### src/common/cbcs_pkg.sv
/*
  Shared constants and types of the CPU bus cycle sequencer: widths,
  status line codes, byte lane positions, wait state counts and the
  state and cycle enumerations.
  Assumes nothing beyond a SystemVerilog compiler; nothing is imported.
*/
package cbcs_pkg;

  localparam int unsigned BUS_W  = 16;
  localparam int unsigned STAT_W = 4;
  localparam int unsigned BYTE_W = 8;

  // Byte lanes of the multiplexed bus: even address on the upper half.
  localparam int unsigned HI_MSB = 15;
  localparam int unsigned HI_LSB = 8;
  localparam int unsigned LO_MSB = 7;
  localparam int unsigned LO_LSB = 0;
  localparam int unsigned ADDR_LSB = 0;

  // Status line codes; one code for each kind of cycle.
  localparam logic [3:0] STATUS_IDLE      = 4'h0;
  localparam logic [3:0] STATUS_IO_NORMAL = 4'h1;
  localparam logic [3:0] STATUS_IO_SPEC   = 4'h2;
  localparam logic [3:0] STATUS_OPERAND   = 4'h3;
  localparam logic [3:0] STATUS_STACK     = 4'h4;
  localparam logic [3:0] STATUS_FETCH1    = 4'h5;
  localparam logic [3:0] STATUS_FETCHN    = 4'h6;
  localparam logic [3:0] STATUS_ACK_NMI   = 4'h7;
  localparam logic [3:0] STATUS_ACK_VI    = 4'h8;
  localparam logic [3:0] STATUS_ACK_NVI   = 4'h9;

  // Automatic waits of the acknowledge cycle, before and with data strobe.
  localparam logic [1:0] ACK_PRE_WAITS  = 2'h3;
  localparam logic [1:0] ACK_POST_WAITS = 2'h2;
  localparam logic [1:0] AUTO_FIRST     = 2'h1;

  // Reset level of the synchronised pins: wait and requests inactive high.
  localparam logic [3:0] PIN_RESET = 4'hF;

  typedef enum logic [2:0] {
    REQ_IO_NORMAL,
    REQ_IO_SPECIAL,
    REQ_MEM_OPERAND,
    REQ_MEM_STACK,
    REQ_FETCH_FIRST,
    REQ_FETCH_NEXT
  } cbcs_req_e;

  typedef enum logic [1:0] {
    CYC_IO,
    CYC_MEM,
    CYC_ACK
  } cbcs_cyc_e;

  typedef enum logic [2:0] {
    ST_IDLE,
    ST_T1,
    ST_T2,
    ST_TWA,
    ST_TW,
    ST_T3,
    ST_T4,
    ST_T5
  } cbcs_state_e;

endpackage

### src/core/cbcs_pin_sync.sv
/*
  Three-flop input synchroniser for a group of pins; the output changes
  only once the second and third stages agree.
  Assumes the pins are asynchronous to ref_clk and may glitch.
*/
`timescale 1ns/1ps
module cbcs_pin_sync #(
  parameter int unsigned WIDTH     = 4,
  parameter logic [WIDTH-1:0] RESET_VALUE = '1
) (
  input  wire logic             ref_clk,
  input  wire logic             rst,
  input  wire logic [WIDTH-1:0] pin_async,
  output logic      [WIDTH-1:0] pin_sync
);

  logic [WIDTH-1:0] stage1_reg;
  logic [WIDTH-1:0] stage2_reg;
  logic [WIDTH-1:0] stage3_reg;

  // The first stage feeds only the second; per bit, agreement of the
  // later two filters a single-cycle disagreement.
  always_ff @(posedge ref_clk or posedge rst) begin
    if (rst) begin
      stage1_reg <= RESET_VALUE;
      stage2_reg <= RESET_VALUE;
      stage3_reg <= RESET_VALUE;
      pin_sync   <= RESET_VALUE;
    end else begin
      stage1_reg <= pin_async;
      stage2_reg <= stage1_reg;
      stage3_reg <= stage2_reg;
      pin_sync   <= (stage2_reg & stage3_reg) |
                    (pin_sync & (stage2_reg ^ stage3_reg));
    end
  end

endmodule // cbcs_pin_sync

### src/core/cbcs_sequencer.sv
/*
  Bus cycle sequencer: runs I/O, memory and interrupt acknowledge cycles
  on the multiplexed address/data bus, with wait states and interrupt
  sampling.
  Assumes a core on the user side that issues one request at a time and
  external logic that decodes the status code and strobes.
*/
// Overview of operation
// - I/O cycle: T1, T2, one auto wait, T3.
// - I/O waits repeat while wait is low.
// - I/O start: status code, strobe, port address.
// - I/O only in system mode; space low.
// - I/O input: float bus, strobe, capture in T3.
// - Byte input: even upper half, odd lower.
// - I/O output: drive data, byte on both halves.
// - Four distinct memory status codes.
// - Fetches are word reads; words use even addresses.
// - Memory cycle three states, waits after T2.
// - Memory T1: status, strobe, space, memory request.
// - Memory read: address, then float with strobe.
// - Byte read picks half from the lowest address bit.
// - Memory write: data replaces address, byte duplicated.
// - Three ack codes; edge latch; enables gate.
// - Sample requests in T3 of instruction end.
// - Dummy first fetch, PC held, stack decremented.
// - Ack cycle ten states, fixed pin levels.
// - Ack waits: three, strobe, two, extendable.
// - Edge latch clears as strobe rises in ack.
`timescale 1ns/1ps
module cbcs_sequencer (
  input  wire logic                  ref_clk,
  input  wire logic                  rst,
  input  wire logic                  req_valid,
  input  wire cbcs_pkg::cbcs_req_e   req_kind,
  input  wire logic                  req_write,
  input  wire logic                  req_byte,
  input  wire logic                  req_last,
  input  wire logic [15:0]           req_addr,
  input  wire logic [15:0]           req_wdata,
  input  wire logic [15:0]           program_counter,
  input  wire logic                  fcw_system_mode,
  input  wire logic                  vectored_irq_enable,
  input  wire logic                  nonvectored_irq_enable,
  input  wire logic                  wait_n,
  input  wire logic                  nmi_n,
  input  wire logic                  vectored_irq_n,
  input  wire logic                  nonvectored_irq_n,
  input  wire logic [15:0]           muxed_addr_data_bus_in,
  output logic                       req_ready,
  output logic                       resp_valid,
  output logic                       resp_fault,
  output logic [15:0]                resp_rdata,
  output logic                       ack_done,
  output logic [3:0]                 ack_status,
  output logic [15:0]                ack_ident,
  output logic                       pc_hold,
  output logic                       ssp_decrement,
  output logic [15:0]                muxed_addr_data_bus_out,
  output logic                       muxed_addr_data_bus_oe,
  output logic                       address_strobe_n,
  output logic                       data_strobe_n,
  output logic                       memory_request_n,
  output logic [3:0]                 cycle_status_code,
  output logic                       read_write,
  output logic                       byte_word,
  output logic                       normal_system
);

  cbcs_pkg::cbcs_state_e state_reg, state_next;
  cbcs_pkg::cbcs_cyc_e   kind_reg, kind_next;
  logic [1:0]  auto_reg, auto_next;
  logic        phase_reg, phase_next;
  logic [3:0]  stat_reg, stat_next;
  logic        write_reg, write_next, byte_reg, byte_next;
  logic        last_reg, last_next, dummy_reg, dummy_next;
  logic [15:0] addr_reg, addr_next, wdata_reg, wdata_next;
  logic        pend_reg, pend_next, dummy_done_reg, dummy_done_next;
  logic [3:0]  pend_stat_reg, pend_stat_next;
  logic        nmi_latch_reg, nmi_latch_next, nmi_prev_reg;
  logic        save_mode_reg, save_mode_next;
  logic [3:0]  pins_s;
  logic        wait_ok, nmi_s, vi_s, nvi_s;

  // Pins from outside the clock domain.
  cbcs_pin_sync #(
    .WIDTH       (4),
    .RESET_VALUE (cbcs_pkg::PIN_RESET)
  ) u_sync (
    .ref_clk   (ref_clk),
    .rst       (rst),
    .pin_async ({wait_n, nmi_n, vectored_irq_n, nonvectored_irq_n}),
    .pin_sync  (pins_s)
  );
  assign wait_ok = pins_s[3];
  assign nmi_s   = pins_s[2];
  assign vi_s    = pins_s[1];
  assign nvi_s   = pins_s[0];

  // Request decode; an I/O request outside system mode is refused.
  wire take     = (state_reg == cbcs_pkg::ST_IDLE) && req_valid && req_ready;
  wire req_io   = (req_kind == cbcs_pkg::REQ_IO_NORMAL) ||
                  (req_kind == cbcs_pkg::REQ_IO_SPECIAL);
  wire req_fetch = (req_kind == cbcs_pkg::REQ_FETCH_FIRST) ||
                   (req_kind == cbcs_pkg::REQ_FETCH_NEXT);
  wire fault    = take && req_io && !fcw_system_mode;
  wire start_ack   = (state_reg == cbcs_pkg::ST_IDLE) && pend_reg &&
                     dummy_done_reg;
  wire start_dummy = (state_reg == cbcs_pkg::ST_IDLE) && pend_reg &&
                     !dummy_done_reg;
  wire start_req   = take && !fault;
  wire start       = start_ack || start_dummy || start_req;
  wire [15:0] word_addr = {req_addr[15:1], 1'b0};

  // Status code chosen for each request kind.
  logic [3:0] req_stat;
  always_comb begin
    unique case (req_kind)
      cbcs_pkg::REQ_IO_NORMAL:   req_stat = cbcs_pkg::STATUS_IO_NORMAL;
      cbcs_pkg::REQ_IO_SPECIAL:  req_stat = cbcs_pkg::STATUS_IO_SPEC;
      cbcs_pkg::REQ_MEM_OPERAND: req_stat = cbcs_pkg::STATUS_OPERAND;
      cbcs_pkg::REQ_MEM_STACK:   req_stat = cbcs_pkg::STATUS_STACK;
      cbcs_pkg::REQ_FETCH_FIRST: req_stat = cbcs_pkg::STATUS_FETCH1;
      cbcs_pkg::REQ_FETCH_NEXT:  req_stat = cbcs_pkg::STATUS_FETCHN;
      default:                   req_stat = cbcs_pkg::STATUS_IDLE;
    endcase
  end

  // Cycle record loaded at the start of each cycle; fetches are words.
  assign kind_next  = start_ack ? cbcs_pkg::CYC_ACK :
                      start_dummy ? cbcs_pkg::CYC_MEM :
                      start_req ? (req_io ? cbcs_pkg::CYC_IO :
                                   cbcs_pkg::CYC_MEM) : kind_reg;
  assign stat_next  = start_ack ? pend_stat_reg :
                      start_dummy ? cbcs_pkg::STATUS_FETCH1 :
                      start_req ? req_stat : stat_reg;
  assign write_next = start ? (start_req && !req_fetch && req_write)
                            : write_reg;
  assign byte_next  = start ? (start_req && !req_fetch && req_byte)
                            : byte_reg;
  assign addr_next  = start_dummy ? program_counter :
                      start_ack ? '0 :
                      start_req ? ((byte_next || req_io) ? req_addr
                                                         : word_addr)
                                : addr_reg;
  assign wdata_next = start_req ? (req_byte ?
                        {req_wdata[cbcs_pkg::LO_MSB:cbcs_pkg::LO_LSB],
                         req_wdata[cbcs_pkg::LO_MSB:cbcs_pkg::LO_LSB]}
                        : req_wdata) : wdata_reg;
  assign last_next  = start ? (start_req && req_last) : last_reg;
  assign dummy_next = start ? start_dummy : dummy_reg;

  // Wait-state sequencing; wait_ok is the synchronised wait level.
  always_comb begin
    state_next = state_reg;
    auto_next  = auto_reg;
    phase_next = phase_reg;
    unique case (state_reg)
      cbcs_pkg::ST_IDLE: if (start) state_next = cbcs_pkg::ST_T1;
      cbcs_pkg::ST_T1: state_next = cbcs_pkg::ST_T2;
      cbcs_pkg::ST_T2: begin
        if (kind_reg == cbcs_pkg::CYC_MEM) begin
          state_next = wait_ok ? cbcs_pkg::ST_T3 : cbcs_pkg::ST_TW;
        end else begin
          state_next = cbcs_pkg::ST_TWA;
          auto_next  = cbcs_pkg::AUTO_FIRST;
          phase_next = 1'b0;
        end
      end
      cbcs_pkg::ST_TWA: begin
        if (kind_reg == cbcs_pkg::CYC_IO) begin
          state_next = wait_ok ? cbcs_pkg::ST_T3 : cbcs_pkg::ST_TW;
        end else if (auto_reg != (phase_reg ? cbcs_pkg::ACK_POST_WAITS
                                            : cbcs_pkg::ACK_PRE_WAITS)) begin
          auto_next = auto_reg + 2'h1;
        end else if (!wait_ok) begin
          state_next = cbcs_pkg::ST_TW;
        end else if (!phase_reg) begin
          phase_next = 1'b1;
          auto_next  = cbcs_pkg::AUTO_FIRST;
        end else begin
          state_next = cbcs_pkg::ST_T3;
        end
      end
      cbcs_pkg::ST_TW: begin
        if (wait_ok) begin
          if ((kind_reg == cbcs_pkg::CYC_ACK) && !phase_reg) begin
            state_next = cbcs_pkg::ST_TWA;
            phase_next = 1'b1;
            auto_next  = cbcs_pkg::AUTO_FIRST;
          end else begin
            state_next = cbcs_pkg::ST_T3;
          end
        end
      end
      cbcs_pkg::ST_T3: state_next = (kind_reg == cbcs_pkg::CYC_ACK) ?
                                    cbcs_pkg::ST_T4 : cbcs_pkg::ST_IDLE;
      cbcs_pkg::ST_T4: state_next = cbcs_pkg::ST_T5;
      cbcs_pkg::ST_T5: state_next = cbcs_pkg::ST_IDLE;
    endcase
  end

  // Interrupt sampling at T3 of an instruction's last cycle; NMI first.
  wire nmi_edge = nmi_prev_reg && !nmi_s;
  wire vi_req   = !vi_s && vectored_irq_enable;
  wire nvi_req  = !nvi_s && nonvectored_irq_enable;
  wire sample   = (state_reg == cbcs_pkg::ST_T3) &&
                  (kind_reg != cbcs_pkg::CYC_ACK) && last_reg && !dummy_reg;
  wire any_irq  = nmi_latch_reg || vi_req || nvi_req;
  wire ack_as_rise = (state_reg == cbcs_pkg::ST_T1) &&
                     (kind_reg == cbcs_pkg::CYC_ACK);
  wire dummy_end = (state_reg == cbcs_pkg::ST_T3) && dummy_reg;
  wire ack_end   = state_reg == cbcs_pkg::ST_T5;

  assign pend_next = (sample && any_irq) || (pend_reg && !start_ack);
  assign pend_stat_next = !(sample && any_irq) ? pend_stat_reg :
                          nmi_latch_reg ? cbcs_pkg::STATUS_ACK_NMI :
                          vi_req ? cbcs_pkg::STATUS_ACK_VI :
                          cbcs_pkg::STATUS_ACK_NVI;
  assign dummy_done_next = dummy_end || (dummy_done_reg && !start_ack);
  // A new edge in the clearing cycle is kept: the set wins.
  assign nmi_latch_next = nmi_edge || (nmi_latch_reg && !ack_as_rise);
  assign save_mode_next = ack_end || (save_mode_reg && !(start_req &&
                          (req_kind == cbcs_pkg::REQ_FETCH_FIRST)));

  // Pin values for the coming state, so that every pin is a flip-flop.
  wire act_n   = state_next != cbcs_pkg::ST_IDLE;
  wire mid_n   = (state_next == cbcs_pkg::ST_T2) ||
                 (state_next == cbcs_pkg::ST_TWA) ||
                 (state_next == cbcs_pkg::ST_TW);
  wire is_ack  = kind_next == cbcs_pkg::CYC_ACK;
  wire ds_n    = is_ack ? !(phase_next && (state_next == cbcs_pkg::ST_TWA ||
                  state_next == cbcs_pkg::ST_TW)) : !mid_n;
  wire t1_n    = state_next == cbcs_pkg::ST_T1;
  wire drv_dat = !is_ack && write_next &&
                 (mid_n || state_next == cbcs_pkg::ST_T3);
  wire ns_val  = start ? ((kind_next == cbcs_pkg::CYC_IO) ? 1'b0 :
                 is_ack ? normal_system :
                 !(fcw_system_mode || save_mode_reg || start_dummy))
                 : normal_system;
  wire capture = (state_next == cbcs_pkg::ST_T3) &&
                 (state_reg != cbcs_pkg::ST_T3) && !write_reg;
  wire [15:0] bus_byte = addr_reg[cbcs_pkg::ADDR_LSB] ?
    {8'h00, muxed_addr_data_bus_in[cbcs_pkg::LO_MSB:cbcs_pkg::LO_LSB]} :
    {8'h00, muxed_addr_data_bus_in[cbcs_pkg::HI_MSB:cbcs_pkg::HI_LSB]};
  wire [15:0] rd_val = byte_reg ? bus_byte : muxed_addr_data_bus_in;

  // Sequencer state and cycle record.
  always_ff @(posedge ref_clk or posedge rst) begin
    if (rst) begin
      state_reg <= cbcs_pkg::ST_IDLE;
      kind_reg  <= cbcs_pkg::CYC_MEM;
      auto_reg  <= '0;
      phase_reg <= 1'b0;
      stat_reg  <= cbcs_pkg::STATUS_IDLE;
      {write_reg, byte_reg, last_reg, dummy_reg} <= '0;
      addr_reg  <= '0;
      wdata_reg <= '0;
      {pend_reg, dummy_done_reg, save_mode_reg} <= '0;
      pend_stat_reg <= cbcs_pkg::STATUS_IDLE;
      nmi_latch_reg <= 1'b0;
      nmi_prev_reg  <= 1'b1;
    end else begin
      state_reg <= state_next;
      kind_reg  <= kind_next;
      auto_reg  <= auto_next;
      phase_reg <= phase_next;
      stat_reg  <= stat_next;
      {write_reg, byte_reg, last_reg, dummy_reg} <=
        {write_next, byte_next, last_next, dummy_next};
      addr_reg  <= addr_next;
      wdata_reg <= wdata_next;
      {pend_reg, dummy_done_reg, save_mode_reg} <=
        {pend_next, dummy_done_next, save_mode_next};
      pend_stat_reg <= pend_stat_next;
      nmi_latch_reg <= nmi_latch_next;
      nmi_prev_reg  <= nmi_s;
    end
  end

  // Bus pins; idle leaves strobes high and the bus floating.
  always_ff @(posedge ref_clk or posedge rst) begin
    if (rst) begin
      address_strobe_n  <= 1'b1;
      data_strobe_n     <= 1'b1;
      memory_request_n  <= 1'b1;
      cycle_status_code <= cbcs_pkg::STATUS_IDLE;
      read_write        <= 1'b1;
      byte_word         <= 1'b0;
      normal_system     <= 1'b0;
      muxed_addr_data_bus_oe  <= 1'b0;
      muxed_addr_data_bus_out <= '0;
    end else begin
      address_strobe_n  <= !t1_n;
      data_strobe_n     <= ds_n;
      memory_request_n  <= !(act_n && kind_next == cbcs_pkg::CYC_MEM);
      cycle_status_code <= act_n ? stat_next : cbcs_pkg::STATUS_IDLE;
      read_write        <= !(act_n && !is_ack && write_next);
      byte_word         <= act_n && !is_ack && byte_next;
      normal_system     <= ns_val;
      muxed_addr_data_bus_oe  <= t1_n || drv_dat;
      muxed_addr_data_bus_out <= t1_n ? addr_next : wdata_next;
    end
  end

  // Results to the core; one-cycle pulses except held data, req_ready and pc_hold.
  always_ff @(posedge ref_clk or posedge rst) begin
    if (rst) begin
      req_ready  <= 1'b0;
      {resp_valid, resp_fault, ack_done} <= '0;
      resp_rdata <= '0;
      ack_status <= cbcs_pkg::STATUS_IDLE;
      ack_ident  <= '0;
      pc_hold    <= 1'b0;
      ssp_decrement <= 1'b0;
    end else begin
      req_ready  <= (state_next == cbcs_pkg::ST_IDLE) && !pend_next;
      resp_valid <= fault || ((state_reg == cbcs_pkg::ST_T3) &&
                    (kind_reg != cbcs_pkg::CYC_ACK) && !dummy_reg);
      resp_fault <= fault;
      ack_done   <= ack_end;
      if (capture && kind_reg != cbcs_pkg::CYC_ACK) resp_rdata <= rd_val;
      if (capture && kind_reg == cbcs_pkg::CYC_ACK) ack_ident <= rd_val;
      if (start_ack) ack_status <= pend_stat_reg;
      pc_hold       <= dummy_next && act_n;
      ssp_decrement <= start_dummy;
    end
  end
endmodule // cbcs_sequencer

### config.mk
export PLATFORM = sky130hd
export DESIGN_NAME = cbcs_sequencer
export DESIGN_NICKNAME = d
export VERILOG_FILES = /design/src/common/cbcs_pkg.sv /design/src/core/cbcs_pin_sync.sv /design/src/core/cbcs_sequencer.sv
export SDC_FILE = /design/constraint.sdc
export NUM_CORES = 1
export LEC_CHECK = 0
export ABC_AREA = 1
export ABC_CLOCK_PERIOD_IN_PS = 5100
export BUFFER_PORTS_ARGS = -buffer_cell sky130_fd_sc_hd__buf_4
export CAP_MARGIN = 20
export CORE_UTILIZATION = 53
export CTS_CLUSTER_SIZE = 24
export DETAILED_ROUTE_END_ITERATION = 6
export PLACE_DENSITY = 0.84
export SLEW_MARGIN = 10
export SYNTH_ARGS = -nofsm -noshare
export SYNTH_HDL_FRONTEND = slang
export SYNTH_SLANG_ARGS = --single-unit
export TNS_END_PERCENT = 30
### constraint.sdc
create_clock -name ref_clk -period 5.1 [get_ports ref_clk]
set_input_delay 0.765 -clock ref_clk [delete_from_list [all_inputs] [get_ports ref_clk]]
set_output_delay 0.765 -clock ref_clk [all_outputs]
set_load 0.1 [all_outputs]
# After elaboration in Yosys (flattened, before gate mapping)
# Index checks and enable logic that the tools add are counted.
# totals
output_inout_bits	69
word_cells	218
input_bits	80
reg_bits	142
# classes
reduce_logical	90
bitwise	4
n_eq_ne	31
addsub	1
n_mux	53
# ops
operator	n
16-bit 2-to-1 mux	7
1-bit logical AND	41
3-bit 2-to-1 mux	9
3-bit == test (second input constant)	8
3-bit case mux with 8 select lines	1
1-bit logical NOT	21
2-bit 2-to-1 mux	10
4-bit 2-to-1 mux	5
1-bit logical OR	19
3-bit by 2-bit == test with 1-bit output (second input constant)	6
3-bit case mux with 6 select lines	1
1-bit 2-to-1 mux	17
3-bit by 1-bit == test with 1-bit output (second input constant)	3
3-bit logical NOT	3
4-bit AND	2
8-bit 2-to-1 mux	1
2-bit != test (second input constant)	4
7-bit AND reduction	1
3-bit != test (second input constant)	2
2-bit case mux with 3 select lines	1
3-bit nonzero test	2
2-bit by 1-bit == test with 1-bit output (second input constant)	2
2-bit == test (second input constant)	2
2-bit logical NOT	2
other kinds (8)	9

# Logic depth before layout (Yosys ltp)
# Gate-level depths: netlist of the first run.
# depth
depth_word	16
mapped_depth	14
ltp_nobuf	13

# By module
# Synthesis of the first run repeated with hierarchy kept, for this count alone.
# unflattened
hier_cells	646
hier_area_um2	5796.8
# by_module_without_submodules
mod	instances	area_per_inst_um2	cells_per_inst	seq_area_each_um2
cbcs_sequencer	1	5277.6	613	2985.4
cbcs_pin_sync	1	519.2	33	420.4

# Worst setup path after synthesis of the first run
# Ideal clock, no wire load.
# synth_path
kind	reg-to-reg
from	register req_ready
to	register ack_ident[10]
setup_ps	120
required_time_ps	4980
slack_ps	2894
t_arrival_ps	2086
n_path_buf	1
period_less_slack_ps	2206
stages_incl_launch_ff	11
cell_sequence	dfrtp_1 -> nand2_1 -> nor2_4 -> nand2_2 -> nand4_2 -> nand2_4 -> nor2_8 -> nand4_4 -> buf_6 -> nand2_1 -> nand2_1
# synth_between
elab_chain_cells	12
# synth_lines
element	line	rtl
start: declaration	cbcs_sequencer.sv:49	output logic req_ready,
start signal: assignment	cbcs_sequencer.sv:316	req_ready <= (state_next == cbcs_pkg::ST_IDLE) && !pend_next;
1-bit logical AND *	cbcs_sequencer.sv:100	wire take = (state_reg == cbcs_pkg::ST_IDLE) && req_valid && req_ready;
1-bit logical AND (2 in a row)	cbcs_sequencer.sv:105	wire fault = take && req_io && !fcw_system_mode;
1-bit logical NOT	cbcs_sequencer.sv:110	wire start_req = take && !fault;
1-bit logical AND *	cbcs_sequencer.sv:110	
1-bit logical OR *	cbcs_sequencer.sv:111	wire start = start_ack || start_dummy || start_req;
3-bit 2-to-1 mux *	cbcs_sequencer.sv:158	cbcs_pkg::ST_IDLE: if (start) state_next = cbcs_pkg::ST_T1;
3-bit case mux with 8 select lines *	cbcs_sequencer.sv:157	unique case (state_reg)
3-bit == test *	cbcs_sequencer.sv:240	wire capture = (state_next == cbcs_pkg::ST_T3) &&
1-bit logical AND *	cbcs_sequencer.sv:240	
1-bit logical AND *	cbcs_sequencer.sv:241	(state_reg != cbcs_pkg::ST_T3) && !write_reg;
1-bit logical AND *	cbcs_sequencer.sv:322	if (capture && kind_reg == cbcs_pkg::CYC_ACK) ack_ident <= rd_val;
end signal: assignment	cbcs_sequencer.sv:322	
end: declaration	cbcs_sequencer.sv:55	output logic [15:0] ack_ident,
# Mark *: on every way between the ends. The rest lies on a longest branch, timed or not.
# A chain may end at the register's enable or synchronous reset.

# Final worst setup path of the first run
# layout_path
from	input req_kind[1]
to	register normal_system
# layout_between
elab_chain_cells	12
word_cells_on_any_way	17
cone_classes	eq/ne (3); mux (5); reduce/logical (9)
# layout_lines
element	line	rtl
start: declaration	cbcs_sequencer.sv:34	input wire cbcs_pkg::cbcs_req_e req_kind,
3-bit by 1-bit == test with 1-bit output / 3-bit logical NOT (equally long branches)	cbcs_sequencer.sv:102, cbcs_sequencer.sv:101	
1-bit logical OR *	cbcs_sequencer.sv:101	wire req_io = (req_kind == cbcs_pkg::REQ_IO_NORMAL) ||
1-bit logical AND (2 in a row)	cbcs_sequencer.sv:105	
1-bit logical NOT	cbcs_sequencer.sv:110	
1-bit logical AND	cbcs_sequencer.sv:110	
2-bit 2-to-1 mux	cbcs_sequencer.sv:131	start_req ? (req_io ? cbcs_pkg::CYC_IO :
2-bit 2-to-1 mux	cbcs_sequencer.sv:130	start_dummy ? cbcs_pkg::CYC_MEM :
2-bit 2-to-1 mux	cbcs_sequencer.sv:129	assign kind_next = start_ack ? cbcs_pkg::CYC_ACK :
2-bit == test / 2-bit logical NOT (equally long branches)	cbcs_sequencer.sv:230, cbcs_sequencer.sv:236	
2-bit by 1-bit != test with 1-bit output (no source line)	-	
2-bit AND reduction (no source line)	-	
end signal: assignment	cbcs_sequencer.sv:299	normal_system <= ns_val;
end: declaration	cbcs_sequencer.sv:66	output logic normal_system
# Marked as above.

==> metrics.md, run 1 <==
| Metric | Value |
|---|---|
| Run status | `finished clean` |
| Synth Area in Simple Gates | `28.9%` |
| Cell count of the worst reg-to-reg path | `11` |
| Antenna violations before repair | `0` |
| Synthesized flop and latch total | `137` |
| Drt via density | `approximately 5.4` |
| Gate Count Post-Synth | `around 680` |
| Initial Util | `between 50% and 60%` |
| Tmin final | `between 2000 and 3000 ps` |
| Gr ovfl total | `0` |
| Largest family of logic cells by synthesized area | `simple AND/OR/NAND/NOR gates` |
| Critical Path End Type | `flop` |
| Skew final | `10.6 ps` |
| Synth Area in Adders | `0.829%` |
| Share of cells above drive strength 1 | `roughly 30%` |
| DR DRC count | `0` |
| Number of synthesized flops with an enable pin | `0` |
| Peak Freq | `about 0.36 GHz` |
| Final #Nets | `~900` |
| Gpl congestion | `about 0.87` |
| Wirelength per Cell | `15.2 um` |
| Total of max-cap violations | `0` |
| Hold path depth | `0` |
| Critical hold path startpoint | `u_sync.stage1_reg[3]` |
| CTS Buf Count | `17` |
| Worst Tran Pin Value | `~1000 ps` |
| Critical Path RT | `between 5000 and 6000 ps` |
| Latest clock arrival within the worst-skew pair | `410 ps` |
| Crit path kind | `input port to flop` |
| TritonCTS clock tree | `yes` |
| Drt total wl | `about 15000 um` |
| Main synth FF type | `dfrtp_1` |
| CP arrival | `between 3000 and 4000 ps` |
| Synthesized area per cell | `slightly below 9 um^2` |
| Post-synthesis mux area share | `0%` |
| Vias in the first global route | `just over 5000` |
| Bufs on Longest Clock Path | `2` |
| Die span in y | `~110 um` |
| Final setup violation count | `0` |
| Synth-to-Final Area Change | `28.3%` |
| Sequential-to-total area share from yosys stat | `around 57%` |
| Row count | `38` |
| Reg-to-reg critical path endpoint | `normal_system` |
| Hold buffer count at cts | `0` |
| Post-synth ARST share | `100%` |
| Largest net degree at the start of global routing | `between 90 and 100` |
| R2r setup slk | `between 2000 and 2500 ps` |
| Ant diodes | `0` |
| Final std cells w/o fill | `between 900 and 1000` |
| Gr usage total | `27.0%` |
| H-tree depth | `4` |
| Synth Area in Compound Gates | `6.55%` |
| HP Class | `flop to flop` |
| Slew HR | `about 33%` |
| TritonRoute pass-1 iters | `7` |
| Fin worst setup slack | `between 2000 and 2500 ps` |
| Antenna viol nets, final | `0` |
| Synthesized area | `just over 6000 um^2` |
| Chip Width | `roughly 110 um` |
| PortBufs | `148` |
| RR Startpoint | `state_reg[2]` |
| Crit path max fanout | `28` |
| DP Worst Slack | `roughly 1900 ps` |
| CP Launch Type | `input port` |
| First-pass GRT wire length | `24100 um` |
| DR iter-0 viols | `about 390` |
| # placed instances | `939` |
| I/O pins | `approximately 150` |
| Synth Net Count | `around 760` |
| Final slew viol count | `0` |
| Detailed Place HPWL | `just over 10000 um` |
| WHS Endpoint | `u_sync.stage2_reg[3]` |
| Final hold vios | `0` |
| Die Area | `approximately 12000 um^2` |
| Core area | `11000 um^2` |
| Clock root cell | `clkbuf_16` |
| Final setup TNS | `0 ps` |
| Xor/xnor share of the synthesized area | `less than 1%` |
| Layout Utilization | `approximately 71%` |
| Clk pin slew, worst setup/hold paths | `60 ps` |
| Via count | `between 5000 and 6000` |
| Postcts setup bufs | `0` |
| Period utilization | `between 50% and 60%` |
| Post-cts resize count | `0` |
| Clock sink count | `around 140` |
| Post-synthesis cell type count | `39` |
| Warnings from Yosys | `0` |
| RSZ-0062 raised after global routing | `false` |
[placed cells by master (no fill, tap or decap), drive strengths merged]
cell type  synthesis  layout
a31oi             10      10
a22o               4       4
o21ai             40      40
xor2               1       1
a21oi              4       4
ha                 4       4
clkbuf             9      20
a211oi             1       1
nor3               5       5
or2                9       9
nand3             36      36
a22oi              1       1
o21a               1       1
nand2            223     223
o22ai              1       1
buf               17     150
nand4             38      38
clkinvlp           0       4
a21o               4       4
o211ai             1       1
nor2              65      65
bufinv             0       1
clkinv             2       8
inv               61      61
dfrtp            115     115
o21bai             1       1
dfstp             22      22
[cell type report]
class | count | area [um^2]
multi-input cells | 449 | 2200
clock buffers | 20 | 447
flip-flops and latches | 137 | 3460
well taps | 140 | 175
fillers | 819 | 3240
clock inverters | 11 | 101
repair buffers | 150 | 1130
inverters | 63 | 241
[worst max path at each step]
stage          depth (start not counted)                endpoint        start  slack, ps
2_1_floorplan                          1                ack_done          rst        700
3_3_place_gp                          11           normal_system  req_kind[1]       2070
3_5_place_dp                          11           normal_system  req_kind[1]       1940
4_1_cts                               11           normal_system  req_kind[1]       2360
5_1_grt                               12  muxed_addr_data_bus_oe  req_kind[1]       2100
6_report                              11           normal_system  req_kind[1]       2330
[cell usage after synthesis (all sizes together) (2+ instances only)]
master / count / share of area, %
ha: 4 / 0.83
inv: 61 / 3.8
nand3: 36 / 3.1
or2: 9 / 0.93
a31oi: 10 / 1.0
nand4: 38 / 4.5
a22o: 4 / 0.58
o21ai: 40 / 3.4
clkbuf: 9 / 0.56
buf: 17 / 1.9
clkinv: 2 / 0.12
nor2: 65 / 5.5
nor3: 5 / 0.41
a21oi: 4 / 0.33
dfstp: 22 / 9.6
dfrtp: 115 / 48
nand2: 223 / 14
a21o: 4 / 0.50
[per-layer routing]
layer | vias up | share of wire, % | global-route usage, %
met5 | - | 0 | 0
met4 | 0 | 2.2 | 11.1
met3 | 35 | 6.3 | 5.14
met2 | 227 | 51 | 44.2
met1 | 2470 | 41 | 35.4
li1 | 2466 | - | -
[kinds of logic after synthesis]
| family | Yosys count |
|---|---|
| AO/OA/AOI/OAI | 68 |
| flip-flops | 137 |
| buffers and inverters | 89 |
| adder cells (fa/ha/maj) | 4 |
| AND/OR/NAND/NOR | 376 |
| XOR/XNOR | 1 |
[critical path: stages]
cell and delay (ps):
buf_4 120, nor2_1 260, nand2_1 160, nand2_2 300
nand2_2 390, inv_2 520, nand2_1 150, nand3_1 160
inv_1 70, o21ai_1 110, nand2_1 60
[per-stage QoR]
step	cell area, um^2	hold WS [ps]
floorplan	6040	345
global placement	7200	346
detailed placement	7200	347
CTS	7750	355
global route	7750	360
finish	7750	356
Power of run 1 is not shown: default switching activity piles up to over one toggle a cycle in this logic, so the estimate is an artifact.
==> run 2: changes to the inputs <==
--- a/config.mk
+++ b/config.mk
@@ -6,13 +6,13 @@
 export NUM_CORES = 1
 export LEC_CHECK = 0
 export ABC_AREA = 1
-export ABC_CLOCK_PERIOD_IN_PS = 5100
+export ABC_CLOCK_PERIOD_IN_PS = 2300
 export BUFFER_PORTS_ARGS = -buffer_cell sky130_fd_sc_hd__buf_4
 export CAP_MARGIN = 20
-export CORE_UTILIZATION = 53
+export CORE_UTILIZATION = 48
 export CTS_CLUSTER_SIZE = 24
 export DETAILED_ROUTE_END_ITERATION = 6
-export PLACE_DENSITY = 0.84
+export PLACE_DENSITY = 0.81
 export SLEW_MARGIN = 10
 export SYNTH_ARGS = -nofsm -noshare
 export SYNTH_HDL_FRONTEND = slang
==> constraint.sdc (replaced) <==
create_clock -name ref_clk -period 2.3 [get_ports ref_clk]
set_input_delay 0.345 -clock ref_clk [delete_from_list [all_inputs] [get_ports ref_clk]]
set_output_delay 0.345 -clock ref_clk [all_outputs]
set_load 0.1 [all_outputs]
==> run 2 against run 1 <==
Worst hold slack lost 320 ps. Clock skew fell by 2.4 ps. Critical endpoint is now resp_rdata[2]. Global-route usage decreased by 3.0 points. First-iteration DRC count shrank 18%. Via count shrank 1.1%. Final cell count is 4.1% higher. Sequential share of layout area is 1.3 points lower. Setup slack got worse by 2100 ps. Largest cell class unchanged. Flip-flop and latch count unchanged.
==> metrics.md, run 2 (synthesis gave the netlist of run 1 again) <==
| Metric | Value |
|---|---|
| Largest net degree at the start of global routing | `69` |
| Clock sink count | `about 140` |
| Gr usage total | `roughly a quarter` |
| Ant diodes | `0` |
| CP arrival | `2330 ps` |
| Gr ovfl total | `0` |
| TritonRoute pass-1 iters | `5` |
| Most common cell after layout, fill and taps aside | `nand2_1` |
| Met2 routed WL | `7290 um` |
| Fillers | `~990` |
| DR DRC count | `0` |
| CP endpoint | `resp_rdata[2]` |
| Synth-to-Final Area Change | `32.1%` |
| Antenna viol nets, final | `0` |
| Tmin final | `around 2000 ps` |
| PortBufs | `148` |
| M1 wire length | `about 6500 um` |
| Final slew viol count | `0` |
| Cell count of the worst reg-to-reg path | `9` |
| Detailed Place HPWL | `10100 um` |
| Final std cells w/o fill | `~1000` |
| Row count | `40` |
| Drt total wl | `roughly 15000 um` |
| Core area | `approximately 12000 um^2` |
| Met3 wire length | `around 830 um` |
| Clock root cell | `clkbuf_16` |
| RR Startpoint | `kind_reg[0]` |
| Postcts setup bufs | `0` |
| RSZ-0062 raised after global routing | `false` |
| Skew final | `slightly above 8 ps` |
| Vias in the first global route | `roughly 4900` |
| Bufs on Longest Clock Path | `2` |
| Clk pin slew, worst setup/hold paths | `roughly 60 ps` |
| Wirelength per Cell | `14.8 um` |
| Most frequent cells in the layout | `215 x nand2_1, 158 x buf_4, 115 x dfrtp_1, 53 x nor2_1, 51 x inv_1` |
| Placed cell area | `roughly 7300 um^2` |
| DP Worst Slack | `approximately 220 ps` |
| Latest clock arrival within the worst-skew pair | `420 ps` |
| Via count | `roughly 5100` |
| Final setup violation count | `0` |
| Final setup TNS | `0 ps` |
| Max layer used | `met4` |
| Crit path kind | `flop to flop` |
| DR iter-0 viols | `315` |
| R2r setup slk | `270 ps` |
| Critical Path End Type | `flop` |
| Slew HR | `65.8%` |
| TritonCTS clock tree | `yes` |
| Critical Path RT | `approximately 2600 ps` |
| Worst Tran Pin Value | `just over 500 ps` |
| Die Area | `13000 um^2` |
| Post-route cell area | `7980 um^2` |
| Crit path max fanout | `16` |
| Period utilization | `slightly below 90%` |
| HP Class | `input port to flop` |
| # placed instances | `slightly below 1000` |
| Run status | `finished clean` |
| Gpl congestion | `0.901` |
| CTS Buf Count | `17` |
| Worst Setup SP | `kind_reg[0]` |
| Reg-to-reg critical path endpoint | `resp_rdata[2]` |
| Antenna violations before repair | `0` |
| CP Launch Type | `flop` |
| Final #Nets | `913` |
| Chip Width | `114 um` |
| Fin worst setup slack | `275 ps` |
| Initial Util | `roughly half` |
| Peak Freq | `0.494 GHz` |
| First-pass GRT wire length | `approximately 24000 um` |
| Share of cells above drive strength 1 | `a little under a third` |
| I/O pins | `149` |
| H-tree depth | `4` |
| Die span in y | `114 um` |
| Drt via density | `around 5` |
| Total of max-cap violations | `0` |
| Final hold vios | `0` |
[run 2: worst max-delay path, cell delays in order (launching register included)]
cell	delay [ps]
dfstp_2	540
inv_1	90
nor2_1	180
nor3_1	90
nor2_1	160
nand3_1	140
nor2_4	200
nand4_4	290
nand2_1	160
nand2_1	60
[run 2: final cells by class]
class / count / area [um^2] / area share, %
inverters: 63 / 243 / 3.04
well taps: 168 / 210 / 2.64
flip-flops and latches: 137 / 3460 / 43.3
repair buffers: 161 / 1240 / 15.5
clock inverters: 11 / 170 / 2.13
multi-input cells: 449 / 2200 / 27.6
clock buffers: 21 / 460 / 5.77
[run 2: layer usage]
layer,track usage [%],vias to the layer above
met5,0,-
met4,8.66,0
met3,5.03,28
met2,39.6,187
met1,31.4,2443
li1,-,2483
[run 2: how the worst min path moves through the flow]
stage	from	endpoint	cells after the start
5_1_grt	nmi_n	u_sync.stage1_reg[2]	1
3_3_place_gp	u_sync.stage1_reg[3]	u_sync.stage2_reg[3]	0
3_5_place_dp	u_sync.stage1_reg[2]	u_sync.stage2_reg[2]	0
6_report	vectored_irq_n	u_sync.stage1_reg[1]	1
2_1_floorplan	u_sync.stage1_reg[0]	u_sync.stage2_reg[0]	0
4_1_cts	nmi_n	u_sync.stage1_reg[2]	1
[run 2: what timing repair did]
item	CTS	global route
resized for setup	0	2
endpoints found under the hold margin	18	0
hold buffers	1	0
setup endpoints to repair	0	1
[run 2: stage by stage]
step	util, %	hold slack (ps)
finish	65.6	36.5
global placement	60.3	346
CTS	65.6	24.8
global route	65.6	17.3
detailed placement	60.3	349
floorplan	-	345
Power of run 2 is left out for the same reason.
==> run 3: changes to the inputs <==
--- a/config.mk
+++ b/config.mk
@@ -12,7 +12,8 @@
 export CORE_UTILIZATION = 48
 export CTS_CLUSTER_SIZE = 24
 export DETAILED_ROUTE_END_ITERATION = 6
-export PLACE_DENSITY = 0.81
+export PLACE_DENSITY = 0.84
+export REMOVE_ABC_BUFFERS = 1
 export SLEW_MARGIN = 10
 export SYNTH_ARGS = -nofsm -noshare
 export SYNTH_HDL_FRONTEND = slang
==> run 3 against run 2 <==
Count of clock-buffer cells in the layout is 3 higher. Die area unchanged. Fmax fell by 4.4%. First-iteration DRC count increased by 32%. Wire length grew 0.52%. Final area is 0.25% lower. Flip-flop and latch count did not move. Critical path depth increased by 1. Global-route usage up 0.63 points. Clock skew rose by 2.4 ps. Largest cell class unchanged.
==> metrics.md, run 3 (synthesis gave the netlist of run 1 again) <==
| Metric | Value |
|---|---|
| Run status | `finished clean` |
| Met2 usage | `39.6%` |
| Final hold vios | `0` |
| Skew final | `~11 ps` |
| Clock sink count | `between 100 and 150` |
| RSZ-0062 raised after global routing | `false` |
| First-pass GRT wire length | `about 25000 um` |
| Largest net degree at the start of global routing | `between 50 and 60` |
| Tmin final | `2120 ps` |
| Grt met1 use | `a little under a third` |
| TritonCTS clock tree | `yes` |
| Final setup violation count | `0` |
| Most frequent cells in the layout | `215 x nand2_1, 160 x buf_4, 115 x dfrtp_1, 53 x nor2_1, 51 x inv_1` |
| Crit path kind | `flop to flop` |
| Detailed Place HPWL | `roughly 11000 um` |
| Largest stage delay on the critical path | `approximately 460 ps` |
| Antenna viol nets, final | `0` |
| I/O pins | `between 100 and 150` |
| Vias in the first global route | `between 5000 and 6000` |
| Wirelength per Cell | `between 10 and 15 um` |
| Chip Width | `~110 um` |
| Crit path max fanout | `16` |
| Postcts setup bufs | `0` |
| Gpl congestion | `around 0.95` |
| DR iter-0 viols | `around 420` |
| Critical Path RT | `roughly 2600 ps` |
| Gr ovfl total | `0` |
| Initial Util | `approximately 50%` |
| PortBufs | `around 150` |
| Final slew viol count | `0` |
| Slowest cell on crit path | `dfrtp_1` |
| Latest clock arrival within the worst-skew pair | `around 420 ps` |
| Worst Setup SP | `state_reg[1]` |
| Placed cell area | `approximately 7400 um^2` |
| TritonRoute pass-1 iters | `5` |
| CP Launch Type | `flop` |
| Synth-to-Final Area Change | `31.7%` |
| RR Startpoint | `state_reg[1]` |
| Critical Path End Type | `flop` |
| Bufs on Longest Clock Path | `2` |
| Final #Nets | `916` |
| Clk pin slew, worst setup/hold paths | `around 60 ps` |
| Post-route cell area | `7960 um^2` |
| Die span in y | `114 um` |
| Share of cells above drive strength 1 | `between 30% and 40%` |
| Peak Freq | `between 0.4 and 0.5 GHz` |
| Antenna violations before repair | `0` |
| Core area | `~12000 um^2` |
| Critical hold path startpoint | `nmi_n` |
| Worst Tran Pin Value | `between 500 and 600 ps` |
| Via count | `~5200` |
| Most common cell after layout, fill and taps aside | `nand2_1` |
| Drt total wl | `around 15000 um` |
| Ant diodes | `0` |
| Row count | `40` |
| DR DRC count | `0` |
| CTS Buf Count | `17` |
| Slew HR | `between 60% and 70%` |
| Die Area | `13000 um^2` |
| Busiest grt layer | `met2` |
| Drt via density | `between 5 and 6` |
| HP Class | `input port to flop` |
| H-tree depth | `4` |
| Worst path cell trace | `nor2_4 > nand2_2 > nor2_4 > nand2_2 > nand4_2 > nand2_4 > nor2_8 > nand4_4 > nand2_1 > nand2_1` |
| Clock root cell | `clkbuf_16` |
| Gr usage total | `about 25%` |
| Total of max-cap violations | `0` |
| CP arrival | `approximately 2400 ps` |
| Met3 Track Usage GR | `a little over 6%` |
| Period utilization | `~92%` |
[run 3: cell count changes in the layout (fill, tap and decap cells not counted), moves of 2 or more]
cell / change
inv_4: +2
inv_6: +2
clkinvlp_4: -4
buf_4: +2
clkbuf_8: +2
bufinv_16: -3
[run 3: timing repair]
action | in CTS | in global routing
hold buffers | 1 | 0
resized for setup | 0 | 2
endpoints found under the setup margin | 0 | 2
hold endpoints to repair | 8 | 0
[run 3: worst paths after layout]
kind	to	slack, ps	cells after the start
min reg2reg	u_sync.stage2_reg[0]	360	0
min	u_sync.stage1_reg[2]	30	1
max in group asynchronous	u_sync.stage3_reg[1]	1090	4
max	ack_ident[7]	180	10
max reg2reg	ack_ident[7]	180	10
min in group asynchronous	wdata_reg[8]	540	3
[run 3: area by class of cell]
| class | count | area (um^2) |
|---|---|---|
| inverter | 63 | 244 |
| multi-input combinational | 449 | 2200 |
| tap | 168 | 210 |
| timing repair buffer | 164 | 1270 |
| sequential | 137 | 3460 |
| clock inverter | 8 | 82.6 |
| fill | 943 | 4210 |
| clock buffer | 24 | 492 |
[run 3: routing by layer]
layer / wire length (um) / up-vias
li1: - / 2498
met1: 6400 / 2456
met2: 7310 / 179
met3: 788 / 44
met4: 553 / 0
met5: 0 / -
[run 3: metrics by stage]
stage / cells / utilization [%] / hold WS (ps) / setup TNS, ps / setup slack, ps
global placement: 980 / 60.6 / 346 / 0 / 179
finish: 1013 / 65.4 / 28.9 / 0 / 182
global route: 1013 / 65.4 / 14.1 / 0 / 15.5
CTS: 1013 / 65.4 / 17.2 / 0 / 115
detailed placement: 980 / 60.6 / 349 / 0 / 185
floorplan: 649 / - / 345 / -210920 / -1680
[run 3: critical path: cells and delay by family (launching register included)]
family | cells | cell delay (ps)
flip-flops | 1 | 460
AND/OR/NAND/NOR | 10 | 1530
Power of run 3 is left out for the same reason.
